### config.mk
export PLATFORM = sky130hd
export DESIGN_NAME = lane_channel_power_control
export DESIGN_NICKNAME = d
export VERILOG_FILES = /design/src/lane_power_pkg.sv /design/src/lane_ctrl_if.sv /design/src/lane_enable_logic.sv /design/src/channel_power_logic.sv /design/src/lane_channel_power_control.sv
export SDC_FILE = /design/constraint.sdc
export NUM_CORES = 1
export LEC_CHECK = 0
export BUFFER_PORTS_ARGS = -buffer_cell sky130_fd_sc_hd__buf_4
export CAP_MARGIN = 40
export CORE_MARGIN = 5
export CORE_UTILIZATION = 49
export CTS_BUF_LIST = sky130_fd_sc_hd__clkbuf_8
export DETAILED_ROUTE_END_ITERATION = 7
export HOLD_SLACK_MARGIN = 0.06
export MAX_ROUTING_LAYER = met4
export PLACE_DENSITY = 0.88
export SYNTH_ARGS = -nofsm -noshare
export SYNTH_HDL_FRONTEND = slang
export SYNTH_SLANG_ARGS = --single-unit
export TNS_END_PERCENT = 5
### constraint.sdc
create_clock -name ref_clk -period 1.7 [get_ports ref_clk]
set_input_delay 0.085 -clock ref_clk [delete_from_list [all_inputs] [get_ports ref_clk]]
set_output_delay 0.085 -clock ref_clk [all_outputs]
set_load 0.1 [all_outputs]
### src/lane_power_pkg.sv
package lane_power_pkg;

    // ------------------------------------------------------------------
    // configuration port, lane count and field widths
    // ------------------------------------------------------------------
    localparam int          ADDR_WIDTH = 12;
    localparam int          DATA_WIDTH = 8;
    localparam int          LANE_COUNT = 8;
    localparam int          TEST_WIDTH = 5;
    localparam int          MODE_WIDTH = 5;

    // ------------------------------------------------------------------
    // register offsets and reset values
    // ------------------------------------------------------------------
    localparam logic [11:0] ADDR_CHANNEL_POWER_DOWN       = 12'h209;
    localparam logic [11:0] ADDR_EXTRA_LANE_ENABLE_LINK_A = 12'h20A;
    localparam logic [11:0] ADDR_EXTRA_LANE_ENABLE_LINK_B = 12'h20B;
    localparam logic [7:0]  RESET_CHANNEL_POWER_DOWN      = 8'h00;
    localparam logic [7:0]  RESET_EXTRA_LANE_ENABLE       = 8'h00;
    localparam logic [7:0]  READ_UNMAPPED                 = 8'h00;

    // ------------------------------------------------------------------
    // field positions
    // ------------------------------------------------------------------
    localparam int          FIRST_CHANNEL_OFF_BIT  = 0;
    localparam int          SECOND_CHANNEL_OFF_BIT = 1;
    localparam int          EXTRA_SERIALIZER_BIT   = 0;
    localparam int          BIND_FIRST_FROM_SECOND = 0;
    localparam int          BIND_SECOND_FROM_FIRST = 1;

    // ------------------------------------------------------------------
    // test pattern codes
    // ------------------------------------------------------------------
    localparam logic [4:0]  TEST_PATTERN_NONE       = 5'h00;
    localparam logic [4:0]  TEST_PATTERN_RAMP       = 5'h04;
    localparam logic [4:0]  TEST_PATTERN_RAMP_AS_NONE = 5'h05;

endpackage : lane_power_pkg

### src/lane_ctrl_if.sv
`timescale 1ns/1ps
`default_nettype none

interface lane_ctrl_if;
    logic [7:0] extra_lane_reg;
    logic [7:0] mode_lanes;
    logic       link_on;
    logic [4:0] test_pattern;
    logic [7:0] lane_clk_en;
    logic [7:0] ser_clk_en;
    logic [7:0] lane_ramp;

    modport ctrl (
        output extra_lane_reg,
        output mode_lanes,
        output link_on,
        output test_pattern,
        input  lane_clk_en,
        input  ser_clk_en,
        input  lane_ramp
    );

    modport lanes (
        input  extra_lane_reg,
        input  mode_lanes,
        input  link_on,
        input  test_pattern,
        output lane_clk_en,
        output ser_clk_en,
        output lane_ramp
    );
endinterface : lane_ctrl_if

`default_nettype wire

### src/lane_enable_logic.sv
`timescale 1ns/1ps
`default_nettype none

module lane_enable_logic (
    lane_ctrl_if.lanes link
);
    logic       ser_on;
    logic       ramp_pattern;
    logic [7:0] extra_req;
    logic [7:0] ser_req;
    logic [7:0] ser_chain;

    assign ser_on       = link.extra_lane_reg[lane_power_pkg::EXTRA_SERIALIZER_BIT];
    assign ramp_pattern = (link.test_pattern == lane_power_pkg::TEST_PATTERN_NONE) ||
                          (link.test_pattern == lane_power_pkg::TEST_PATTERN_RAMP_AS_NONE);

    // ------------------------------------------------------------------
    // per lane enables; lane 0 is never an extra lane
    // ------------------------------------------------------------------
    genvar n;
    generate
        for (n = 0; n < lane_power_pkg::LANE_COUNT; n++) begin : g_lane
            if (n == 0) begin : g_base
                assign extra_req[n] = 1'b0;
            end else begin : g_extra
                assign extra_req[n] = link.extra_lane_reg[n];
            end
            // clocks follow the extra bit even for lanes the mode leaves idle
            assign link.lane_clk_en[n] = link.link_on &
                                         (link.mode_lanes[n] | extra_req[n]); // [RULE9] [RULE14]
            assign ser_req[n]          = link.link_on &
                                         (link.mode_lanes[n] | (extra_req[n] & ser_on)); // [RULE10] [RULE14]
            if (n == 0) begin : g_chain0
                assign ser_chain[n] = ser_req[n];
            end else begin : g_chainn
                assign ser_chain[n] = ser_req[n] & ser_chain[n-1]; // [RULE15]
            end
            assign link.ser_clk_en[n] = ser_chain[n];
            // extra-only lanes replace no-pattern codes by the octet ramp
            assign link.lane_ramp[n]  = link.lane_clk_en[n] & extra_req[n] &
                                        ~link.mode_lanes[n] & ramp_pattern; // [RULE13]
        end
    endgenerate
endmodule : lane_enable_logic

`default_nettype wire

### src/channel_power_logic.sv
`timescale 1ns/1ps
`default_nettype none

module channel_power_logic (
    input  wire logic       first_channel_off,
    input  wire logic       second_channel_off,
    input  wire logic [1:0] digital_channel_binding,
    input  wire logic       mode_both_on_link_a,
    input  wire logic       serial_link_enable,
    output logic            digital_first_off,
    output logic            digital_second_off,
    output logic            subsystem_off,
    output logic            link_a_on,
    output logic            link_b_on,
    output logic            second_slots_undefined
);
    logic first_src_off;
    logic second_src_off;

    // digital channels follow whichever converter they are bound to
    assign first_src_off  = digital_channel_binding[lane_power_pkg::BIND_FIRST_FROM_SECOND]
                            ? second_channel_off : first_channel_off;
    assign second_src_off = digital_channel_binding[lane_power_pkg::BIND_SECOND_FROM_FIRST]
                            ? first_channel_off : second_channel_off;

    assign digital_first_off  = first_src_off; // [RULE3]
    assign digital_second_off = second_src_off; // [RULE3]
    assign subsystem_off      = first_channel_off & second_channel_off; // [RULE6]

    // a shared link survives loss of the second digital channel
    assign link_a_on = serial_link_enable & ~subsystem_off &
                       (~digital_first_off | mode_both_on_link_a); // [RULE7]
    assign link_b_on = serial_link_enable & ~subsystem_off & ~digital_second_off;
    assign second_slots_undefined = link_a_on & mode_both_on_link_a &
                                    digital_second_off; // [RULE7]
endmodule : channel_power_logic

`default_nettype wire

### src/lane_channel_power_control.sv
`timescale 1ns/1ps
`default_nettype none

// Functional notes
// (RULE1) bit 1 powers down second converter
// (RULE2) bit 0 powers down first converter
// (RULE3) bound digital channels follow converter power-down
// (RULE4) software clears link enable before changing power-down
// (RULE5) software uses mode register for both off
// (RULE6) both converters off kills serial subsystem
// (RULE7) shared link keeps running, second slots undefined
// (RULE8) software sets calibration converter-off field 0x1
// (RULE9) link A bits 7:1 enable lane clocks
// (RULE10) bit 0 adds serializers to extra lanes
// (RULE11) software changes extra lanes only link disabled
// (RULE12) extra lanes follow link mode and pattern
// (RULE13) extra-only lane sends ramp for patterns 0,5
// (RULE14) power-down overrides extra lane enables
// (RULE15) serializer n needs lanes 0..n-1 enabled
// (RULE16) link B extra lanes mirror link A

module lane_channel_power_control (
    input  wire logic        ref_clk,
    input  wire logic        rst_n,
    // configuration port
    input  wire logic [11:0] cfg_addr,
    input  wire logic [7:0]  cfg_wdata,
    input  wire logic        cfg_write,
    input  wire logic        cfg_read,
    output logic      [7:0]  cfg_rdata,
    output logic             cfg_rvalid,
    // settings held elsewhere in the device
    input  wire logic        serial_link_enable,
    input  wire logic [4:0]  link_mode_select,
    input  wire logic [4:0]  test_pattern_select,
    input  wire logic [1:0]  digital_channel_binding,
    input  wire logic        mode_both_on_link_a,
    input  wire logic [7:0]  mode_lanes_link_a,
    input  wire logic [7:0]  mode_lanes_link_b,
    // power controls
    output logic             first_channel_off,
    output logic             second_channel_off,
    output logic             digital_first_off,
    output logic             digital_second_off,
    output logic             serial_subsystem_off,
    output logic             link_a_active,
    output logic             link_b_active,
    output logic             second_slots_undefined,
    // lane controls
    output logic      [7:0]  link_a_lane_clk_en,
    output logic      [7:0]  link_a_ser_clk_en,
    output logic      [7:0]  link_a_lane_ramp,
    output logic      [7:0]  link_b_lane_clk_en,
    output logic      [7:0]  link_b_ser_clk_en,
    output logic      [7:0]  link_b_lane_ramp,
    output logic      [4:0]  lane_mode,
    output logic      [4:0]  lane_test_pattern
);

    // ------------------------------------------------------------------
    // state
    // ------------------------------------------------------------------
    typedef struct packed {
        logic [7:0] channel_power_down;
        logic [7:0] extra_lane_enable_link_a;
        logic [7:0] extra_lane_enable_link_b;
        logic [7:0] rdata;
        logic       rvalid;
        logic       first_off;
        logic       second_off;
        logic       dig_first_off;
        logic       dig_second_off;
        logic       subsystem_off;
        logic       link_a_on;
        logic       link_b_on;
        logic       slots_undefined;
        logic [7:0] a_lane_clk;
        logic [7:0] a_ser_clk;
        logic [7:0] a_ramp;
        logic [7:0] b_lane_clk;
        logic [7:0] b_ser_clk;
        logic [7:0] b_ramp;
        logic [4:0] mode;
        logic [4:0] pattern;
    } state_t;

    localparam state_t STATE_RESET = '{
        channel_power_down       : lane_power_pkg::RESET_CHANNEL_POWER_DOWN,
        extra_lane_enable_link_a : lane_power_pkg::RESET_EXTRA_LANE_ENABLE,
        extra_lane_enable_link_b : lane_power_pkg::RESET_EXTRA_LANE_ENABLE,
        rdata                    : lane_power_pkg::READ_UNMAPPED,
        rvalid                   : 1'b0,
        first_off                : 1'b0,
        second_off               : 1'b0,
        dig_first_off            : 1'b0,
        dig_second_off           : 1'b0,
        subsystem_off            : 1'b0,
        link_a_on                : 1'b0,
        link_b_on                : 1'b0,
        slots_undefined          : 1'b0,
        a_lane_clk               : 8'h00,
        a_ser_clk                : 8'h00,
        a_ramp                   : 8'h00,
        b_lane_clk               : 8'h00,
        b_ser_clk                : 8'h00,
        b_ramp                   : 8'h00,
        mode                     : 5'h00,
        pattern                  : 5'h00
    };

    state_t state;
    state_t next_state;

    // ------------------------------------------------------------------
    // derived controls
    // ------------------------------------------------------------------
    logic first_req_off;
    logic second_req_off;
    logic dig_first_off_c;
    logic dig_second_off_c;
    logic subsystem_off_c;
    logic link_a_on_c;
    logic link_b_on_c;
    logic slots_undefined_c;

    lane_ctrl_if link_a_if ();
    lane_ctrl_if link_b_if ();

    assign first_req_off  = state.channel_power_down[lane_power_pkg::FIRST_CHANNEL_OFF_BIT];
    assign second_req_off = state.channel_power_down[lane_power_pkg::SECOND_CHANNEL_OFF_BIT];

    channel_power_logic u_channel_power (
        .first_channel_off       (first_req_off),
        .second_channel_off      (second_req_off),
        .digital_channel_binding (digital_channel_binding),
        .mode_both_on_link_a     (mode_both_on_link_a),
        .serial_link_enable      (serial_link_enable),
        .digital_first_off       (dig_first_off_c),
        .digital_second_off      (dig_second_off_c),
        .subsystem_off           (subsystem_off_c),
        .link_a_on               (link_a_on_c),
        .link_b_on               (link_b_on_c),
        .second_slots_undefined  (slots_undefined_c)
    );

    // ------------------------------------------------------------------
    // lane control per link
    // ------------------------------------------------------------------
    assign link_a_if.extra_lane_reg = state.extra_lane_enable_link_a;
    assign link_a_if.mode_lanes     = mode_lanes_link_a;
    assign link_a_if.link_on        = link_a_on_c; // [RULE14]
    assign link_a_if.test_pattern   = test_pattern_select;

    // link B uses the same lane logic on its own register
    assign link_b_if.extra_lane_reg = state.extra_lane_enable_link_b; // [RULE16]
    assign link_b_if.mode_lanes     = mode_lanes_link_b;
    assign link_b_if.link_on        = link_b_on_c; // [RULE14]
    assign link_b_if.test_pattern   = test_pattern_select;

    lane_enable_logic u_lanes_a (
        .link (link_a_if.lanes)
    );

    lane_enable_logic u_lanes_b (
        .link (link_b_if.lanes)
    );

    // ------------------------------------------------------------------
    // next state
    // ------------------------------------------------------------------
    always_comb begin
        next_state = state;

        // register writes; unmapped addresses are ignored
        if (cfg_write) begin
            unique case (cfg_addr)
                lane_power_pkg::ADDR_CHANNEL_POWER_DOWN: begin
                    next_state.channel_power_down = cfg_wdata; // [RULE1] [RULE2]
                end
                lane_power_pkg::ADDR_EXTRA_LANE_ENABLE_LINK_A: begin
                    next_state.extra_lane_enable_link_a = cfg_wdata; // [RULE9] [RULE10]
                end
                lane_power_pkg::ADDR_EXTRA_LANE_ENABLE_LINK_B: begin
                    next_state.extra_lane_enable_link_b = cfg_wdata; // [RULE16]
                end
                default: begin
                end
            endcase
        end

        // register reads answer one cycle later
        next_state.rvalid = cfg_read;
        if (cfg_read) begin
            unique case (cfg_addr)
                lane_power_pkg::ADDR_CHANNEL_POWER_DOWN: begin
                    next_state.rdata = state.channel_power_down;
                end
                lane_power_pkg::ADDR_EXTRA_LANE_ENABLE_LINK_A: begin
                    next_state.rdata = state.extra_lane_enable_link_a;
                end
                lane_power_pkg::ADDR_EXTRA_LANE_ENABLE_LINK_B: begin
                    next_state.rdata = state.extra_lane_enable_link_b;
                end
                default: begin
                    next_state.rdata = lane_power_pkg::READ_UNMAPPED;
                end
            endcase
        end

        // converter power controls
        next_state.first_off       = first_req_off; // [RULE2]
        next_state.second_off      = second_req_off; // [RULE1]
        next_state.dig_first_off   = dig_first_off_c; // [RULE3]
        next_state.dig_second_off  = dig_second_off_c; // [RULE3]
        next_state.subsystem_off   = subsystem_off_c; // [RULE6]
        next_state.link_a_on       = link_a_on_c; // [RULE7]
        next_state.link_b_on       = link_b_on_c;
        next_state.slots_undefined = slots_undefined_c; // [RULE7]

        // lane controls
        next_state.a_lane_clk = link_a_if.lane_clk_en; // [RULE9]
        next_state.a_ser_clk  = link_a_if.ser_clk_en; // [RULE15]
        next_state.a_ramp     = link_a_if.lane_ramp; // [RULE13]
        next_state.b_lane_clk = link_b_if.lane_clk_en; // [RULE16]
        next_state.b_ser_clk  = link_b_if.ser_clk_en; // [RULE15]
        next_state.b_ramp     = link_b_if.lane_ramp; // [RULE13]

        // extra lanes run at the rate and mode of the whole link
        next_state.mode    = link_mode_select; // [RULE12]
        next_state.pattern = test_pattern_select; // [RULE12]
    end

    // ------------------------------------------------------------------
    // state register
    // ------------------------------------------------------------------
    always_ff @(posedge ref_clk) begin
        if (!rst_n) begin
            state <= STATE_RESET;
        end else begin
            state <= next_state;
        end
    end

    // ------------------------------------------------------------------
    // outputs
    // ------------------------------------------------------------------
    assign cfg_rdata              = state.rdata;
    assign cfg_rvalid             = state.rvalid;
    assign first_channel_off      = state.first_off;
    assign second_channel_off     = state.second_off;
    assign digital_first_off      = state.dig_first_off;
    assign digital_second_off     = state.dig_second_off;
    assign serial_subsystem_off   = state.subsystem_off;
    assign link_a_active          = state.link_a_on;
    assign link_b_active          = state.link_b_on;
    assign second_slots_undefined = state.slots_undefined;
    assign link_a_lane_clk_en     = state.a_lane_clk;
    assign link_a_ser_clk_en      = state.a_ser_clk;
    assign link_a_lane_ramp       = state.a_ramp;
    assign link_b_lane_clk_en     = state.b_lane_clk;
    assign link_b_ser_clk_en      = state.b_ser_clk;
    assign link_b_lane_ramp       = state.b_ramp;
    assign lane_mode              = state.mode;
    assign lane_test_pattern      = state.pattern;

endmodule : lane_channel_power_control

`default_nettype wire

==> results of run 1 <==
==> critical path, delay by kind of cell <==
kind	cells	cell delay, ps
AO/OA/AOI/OAI	1	400
buffers and inverters	3	790
AND/OR/NAND/NOR	3	540
==> placed cells by master (no fill, tap or decap), types with 4 or more instances in the layout <==
| cell type | Yosys | final |
|---|---|---|
| buf_4 | 66 | 135 |
| dfxtp_1 | 95 | 95 |
| dlygate4sd3_1 | 0 | 36 |
| nor2_1 | 30 | 30 |
| nand2_1 | 25 | 25 |
| o21ai_0 | 23 | 23 |
| nand3_1 | 16 | 16 |
| and2_1 | 15 | 15 |
| nor3b_1 | 14 | 14 |
| a21oi_1 | 13 | 13 |
| clkbuf_8 | 0 | 12 |
| a31o_2 | 10 | 10 |
| mux2_2 | 9 | 9 |
| a22oi_1 | 8 | 8 |
| o21a_1 | 7 | 7 |
| nor3_1 | 6 | 6 |
| nor2b_1 | 4 | 4 |
==> logic make-up after synthesis <==
logic type / Yosys count / synth area share
buffers and inverters: 83 / 0.150
XOR/XNOR: 1 / 0.00232
AO/OA/AOI/OAI: 68 / 0.115
other: 1 / 0.000995
multiplexers: 10 / 0.0295
AND/OR/NAND/NOR: 130 / 0.197
flip-flops: 95 / 0.505
==> what timing repair did <==
action                    in CTS  in global routing
hold endpoints to repair      62                  0
setup buffers                  0                  0
hold buffers                  36                  0
==> worst max-delay path by stage <==
stage / to / slack [ps] / cells after the start / start
finish: link_a_lane_ramp[2] / 150 / 7 / digital_channel_binding[0]
global route: link_a_ser_clk_en[7] / 20 / 7 / digital_channel_binding[0]
CTS: link_b_ser_clk_en[7] / 140 / 6 / digital_channel_binding[1]
detailed placement: link_a_lane_ramp[3] / 200 / 5 / next_state[64]
global placement: link_a_ser_clk_en[7] / 270 / 5 / next_state[64]
floorplan: link_a_ser_clk_en[7] / 250 / 5 / next_state[64]
==> through the flow <==
step	util	hold WS, ps	worst slack [ps]	power (W)
finish	0.650	83.9	146	0.00446
global route	0.650	86.0	21.3	0.00462
CTS	0.650	74.9	143	0.00449
detailed placement	0.574	272	202	0.00290
global placement	0.574	268	267	0.00289
floorplan	-	161	253	0.00274
==> layer usage <==
layer | wire length, microns | track usage | share of wire
met4 | 189 | 0.0799 | 0.021
met3 | 545 | 0.0345 | 0.060
met5 | 0 | - | 0
met1 | 3600 | 0.210 | 0.39
met2 | 4820 | 0.351 | 0.53
==> report_power, final <==
part	internal [W]	switching, W	leakage, nW
registers	0.00226	0.0000104	0.771
clock network	0.000803	0.000746	0.109
logic	0.000223	0.000425	1.28
total	0.00328	0.00118	2.16
==> area by class of cell <==
| class | instances | area (sq um) |
|---|---|---|
| Fill cell | 619 | 2670 |
| Timing Repair Buffer | 171 | 1370 |
| Tap cell | 102 | 128 |
| Multi-Input combinational cell | 211 | 1310 |
| Sequential cell | 95 | 1900 |
| Clock buffer | 12 | 165 |
| Inverter | 4 | 16.3 |
| Clock inverter | 4 | 51.3 |
==> run_results.csv, run 1 <==
group,metric,value,unit
floorplan,initial_core_util,0.495,
power_and_ir_drop,max-vdd-ir-drop,0.504,mV
floorplan,die_x,97.7,microns
worst_setup_path,crit_chain,"dlygate4sd3_1 -> buf_4 -> nor2b_1 -> a221o_2 -> clkinv_2 -> nand2_1 -> nor3b_1",
timing,final.setup_skew,9.37,ps
worst_setup_path,end_kind,"flop",
timing,finalCritPeriodShare,0.914,
worst_setup_path,cpMaxStageDelayCell,"dlygate4sd3_1",
cells_and_area,final_cell_area,4940,sq um
cells_and_area,drive_gt1_frac,0.360,
power_and_ir_drop,power.density,904,nW/um^2
power_and_ir_drop,p_leak,2.16,nW
floorplan,fp-row-count,32,
clock_tree,cts_tree,"built",
clock_tree,insertion_delay,360,ps
run,maxCapViolCount,0,
timing,maxSlewViolCount,0,
timing,rsz0062_at_grt,"false",
synth,synth_top_area_share,0.505,
worst_setup_path,r2r-start,"next_state[64]",
worst_setup_path,startpoint_type,"primary input",
detailed_routing,wl_per_cell,15.3,microns
detailed_routing,dr.first_iter.drc_count,165,
synth,avgSynthCellArea,9.71,sq um
cells_and_area,insertedDiodeCount,0,
min_path,hold_path_depth,3,
synth,synth_edf_count,0,
worst_setup_path,rr_worst_depth,5,
grt,grt_max_degree,22,
floorplan,dieArea,9550,sq um
placed_design,dpl-instance-area,4360,sq um
detailed_routing,drc,0,
synth,synth_area_leader_cell,"dfxtp_1",
detailed_routing,via_count,2974,
grt,grt-ovfl-total,0,
clock_tree,htreeDepth,3,
synth,ys_types,41,
synth,ys_ff_latch,95,
worst_setup_path,r2r_slack,190,ps
timing,fmax,643,MHz
worst_setup_path,crit_type,"primary input to flop",
detailed_routing,vias_per_cell,4.96,
cells_and_area,area_growth,31.1,%
worst_setup_path,critical_path_required,1970,ps
min_path,hold_class,"primary input to flop",
grt,grt_use_total,0.195,
synth,yosys_warnings,0,
detailed_routing,ant_nets,0,
clock_tree,root_buffer,"clkbuf_8",
clock_tree,cts.sinks,95,
synth,yosys-top-cells-area,"dfxtp_1 50%, buf_4 13%, o21ai_0 3.1%",
floorplan,core_area,7610,sq um
detailed_routing,drt-total-wl,9150,microns
clock_tree,cts.clk_slew.worst_paths,90,ps
timing,hold_viol_final,0,
worst_setup_path,timing.rr.end,"link_a_lane_ramp[2]",
timing,worstMarginPinSlew,517,ps
synth,synth_most_common_cell,"dfxtp_1",
detailed_routing,first_pass_iters,4,
timing,maxSlewHeadroom,0.654,
grt,grt_first_pass_wirelength,14500,microns
timing,setup-tns-final,0,ps
min_path,min_to,"cfg_rdata[0]",
floorplan,io_pins,129,
clock_tree,cts-resized-gates,0,
synth,syn_inst,388,
placed_design,dpl.cell_count,547,
worst_setup_path,crit_fanout,7,
clock_tree,cts_inserted_buffers,9,
synth,yosys_most_used_dff,"dfxtp_1",
floorplan,fp.dieH,97.7,microns
grt,antenna_found_initial,0,
placed_design,dpl.hpwl,6650,microns
synth,ys_seq_area_frac,0.505,
cells_and_area,instances_no_fill,599,
clock_tree,clock_path_buffers,2,
worst_setup_path,crit_path_max_incr_delay,550,ps
synth,netlist_area,3770,sq um
synth,async_reset_ff_frac,0,
timing,period_needed,1550,ps
placed_design,port_buffers,126,
worst_setup_path,cp.arrival,1830,ps
placed_design,gp_congestion,0.832,
run_status,status,"finished clean",
synth,synth_common_cells,"95 x dfxtp_1, 66 x buf_4, 30 x nor2_1",
min_path,min_from,"cfg_addr[0]",
timing,setup_violations,0,
grt,grt_pass1_vias,3017,
cells_and_area,fin_nets,546,
Power figures use the tool's default switching activity.
==> run 2: changes to the inputs <==
- CORE_MARGIN: 5 -> unset
- PLACE_DENSITY: 0.88 -> 0.86
- SYNTH_HIERARCHICAL: unset -> 1
==> run 2 against run 1 <==
  * Sequential share of layout area fell by 3.5 points
  * Sequential cell count rose by 4
  * Clock skew rose by 5.1 ps
  * Die area rose by 0.80%
  * Via count rose by 14%
  * Non-clock buffer count fell by 1
  * Combinational power rose by 16%
  * Worst setup slack got worse by 140 ps
  * The flow now finishes with violations (DRC)
==> run_results.csv, run 2 <==
group,metric,value,unit
run_status,status,"finished with violations",
run_status,violations,"DRC",
cells_and_area,instances_no_fill,653,
grt,grt-ovfl-total,0,
worst_setup_path,end_kind,"flop",
synth,ys_types,45,
grt,grt_use_total,0.229,
cells_and_area,final_common_cell,"buf_4",
clock_tree,root_buffer,"clkbuf_8",
worst_setup_path,crit_type,"flop to flop",
floorplan,core_area,8850,sq um
detailed_routing,dr.first_iter.drc_count,247,
floorplan,die_x,98.1,microns
synth,yosys_warnings,6,
power_and_ir_drop,p_leak,2.60,nW
synth,async_reset_ff_frac,0,
clock_tree,htreeDepth,3,
clock_tree,cts.clk_slew.worst_paths,90,ps
cells_and_area,fillCellCount,671,
power_and_ir_drop,power.density,812,nW/um^2
power_and_ir_drop,p_clk_frac,0.324,
worst_setup_path,startpoint_type,"flop",
synth,synth_edf_count,0,
clock_tree,cts_inserted_buffers,9,
timing,setup_violations,0,
detailed_routing,ant_nets,0,
clock_tree,clock_path_buffers,2,
cells_and_area,area_growth,25.4,%
placed_design,port_buffers,128,
clock_tree,cts_tree,"built",
power_and_ir_drop,max-vdd-ir-drop,0.464,mV
timing,fmax,592,MHz
floorplan,fp-row-count,34,
synth,syn_nets,501,
grt,grt_max_degree,35,
cells_and_area,regArea,1990,sq um
timing,maxSlewHeadroom,0.603,
placed_design,dpl.hpwl,7350,microns
clock_tree,cts.sinks,99,
cells_and_area,layout_common_cells,"139 x buf_4, 98 x dfxtp_1, 66 x and2_1",
placed_design,gp_congestion,0.865,
power_and_ir_drop,power.share.combinational,0.163,
timing,period_needed,1690,ps
detailed_routing,wl_per_cell,15.8,microns
min_path,hold_class,"primary input to flop",
floorplan,fp.dieH,98.1,microns
synth,avgSynthCellArea,10.1,sq um
synth,netlist_area,4520,sq um
synth,synth_common_cells,"99 x dfxtp_1, 70 x buf_4, 66 x and2_1",
worst_setup_path,cp.arrival,1990,ps
synth,synth_top_area_share,0.438,
timing,finalCritPeriodShare,0.994,
grt,grt_first_pass_wirelength,16900,microns
run,maxCapViolCount,0,
timing,hold-worst-slack,76.3,ps
floorplan,initial_core_util,0.511,
synth,syn_inst,447,
worst_setup_path,crit_fanout,7,
synth,yosys-top-cells-area,"dfxtp_1 44%, buf_4 12%, and2_1 9.1%",
synth,ys_seq_area_frac,0.438,
clock_tree,insertion_delay,360,ps
power_and_ir_drop,switching_share,0.286,
worst_setup_path,critical_path_required,2000,ps
cells_and_area,insertedDiodeCount,0,
cells_and_area,fin_util,0.641,
synth,synth_most_common_cell,"dfxtp_1",
cells_and_area,fin_nets,595,
timing,rsz0062_at_grt,"true",
synth,yosys_most_used_dff,"dfxtp_1",
detailed_routing,drc,11,
detailed_routing,drt-total-wl,10300,microns
detailed_routing,first_pass_iters,8,
timing,maxSlewViolCount,0,
worst_setup_path,r2r_slack,10,ps
power_and_ir_drop,intPower,0.00329,W
cells_and_area,drive_gt1_frac,0.369,
floorplan,dieArea,9620,sq um
timing,final.setup_skew,14.4,ps
grt,antenna_found_initial,0,
detailed_routing,via_count,3384,
detailed_routing,vias_per_cell,5.18,
grt,grt_pass1_vias,3497,
power_and_ir_drop,switchingPower,0.00132,W
synth,synth_area_leader_cell,"dfxtp_1",
timing,hold_viol_final,0,
floorplan,io_pins,129,
power_and_ir_drop,power,0.00461,W
cells_and_area,multi_input_area,1980,sq um
placed_design,dpl.cell_count,604,
synth,ys_ff_latch,99,
timing,worstMarginPinSlew,591,ps
power_and_ir_drop,pwr-share-seq,0.513,
## run 2: changes by cell type in the layout (fill, tap and decap cells not counted), moves of 10 or more
cell	before	now
mux2i_1	1	24
a31o_2	10	0
and2_1	15	66
o21ai_0	23	0
nor3b_1	14	3
nor2_1	30	4
nand3_1	16	0
nand2_1	25	47
nor3b_2	0	11
## run 2: path summary, 6_finish.rpt
check / from / end / cells after the start
max: next_state[64] / link_a_lane_ramp[1] / 6
min: mode_lanes_link_b[2] / link_b_lane_ramp[2] / 3
max reg2reg: next_state[64] / link_a_lane_ramp[1] / 6
min reg2reg: state[93] / state[93] / 2
## run 2: metal layers
metal	up-vias	routed length [microns]	global-route usage
li1	1626	-	-
met3	27	539	0.0336
met5	-	0	-
met2	118	5230	0.382
met1	1613	4270	0.268
met4	0	293	0.117
## run 2: cell type report
class / count / area share
clock buffer: 9 / 0.0218
inverter: 7 / 0.00463
timing repair buffer: 170 / 0.239
clock inverter: 6 / 0.0119
multi-input combinational: 254 / 0.349
tap: 108 / 0.0238
sequential: 99 / 0.350
## run 2: worst max-delay path, cell delays in order, from the launching register on
cell and delay (ps):
dfxtp_4 370, buf_4 150, a221oi_4 300, nor4b_4 290, nand2_4 160, nor3b_2 210, and2_1 150
## run 2: cells by family (layout without fill, tap and decap cells)
| family | after synthesis | count (layout) | share of synthesized area |
|---|---|---|---|
| other | 2 | 2 | 0.00166 |
| DFF | 99 | 99 | 0.438 |
| and+or+nand+nor | 164 | 164 | 0.249 |
| muxes | 34 | 34 | 0.0780 |
| xor gates and xnor gates | 2 | 2 | 0.00387 |
| buffers and inverters | 94 | 192 | 0.140 |
| AOI/OAI and AO/OA | 52 | 52 | 0.0899 |
## run 2: what timing repair did
action	CTS	global route
hold buffers	30	1
endpoints found under the hold margin	45	1
setup endpoints to repair	11	22
buffers inserted	2	1
resized for setup	4	9
pin swaps	1	3
## run 2: per-stage QoR
| stage | TNS [ps] | setup WS (ps) | instance area, sq um |
|---|---|---|---|
| after CTS | -44.2 | -17.2 | 5600 |
| final | 0 | 10.5 | 5670 |
| after global routing | -552 | -86.7 | 5670 |
| after floorplan | 0 | 80.9 | 4530 |
| after global placement | 0 | 21.8 | 5080 |
| after detailed placement | -410 | -84.6 | 5080 |
## run 2: power by group through the flow
stage | registers, W | clock network [W] | logic (W)
finish | 0.00236 | 0.00149 | 0.000752
global route | 0.00237 | 0.00161 | 0.000789
CTS | 0.00237 | 0.00151 | 0.000738
detailed placement | 0.00242 | 0 | 0.000676
global placement | 0.00242 | 0 | 0.000669
floorplan | 0.00244 | 0 | 0.000475
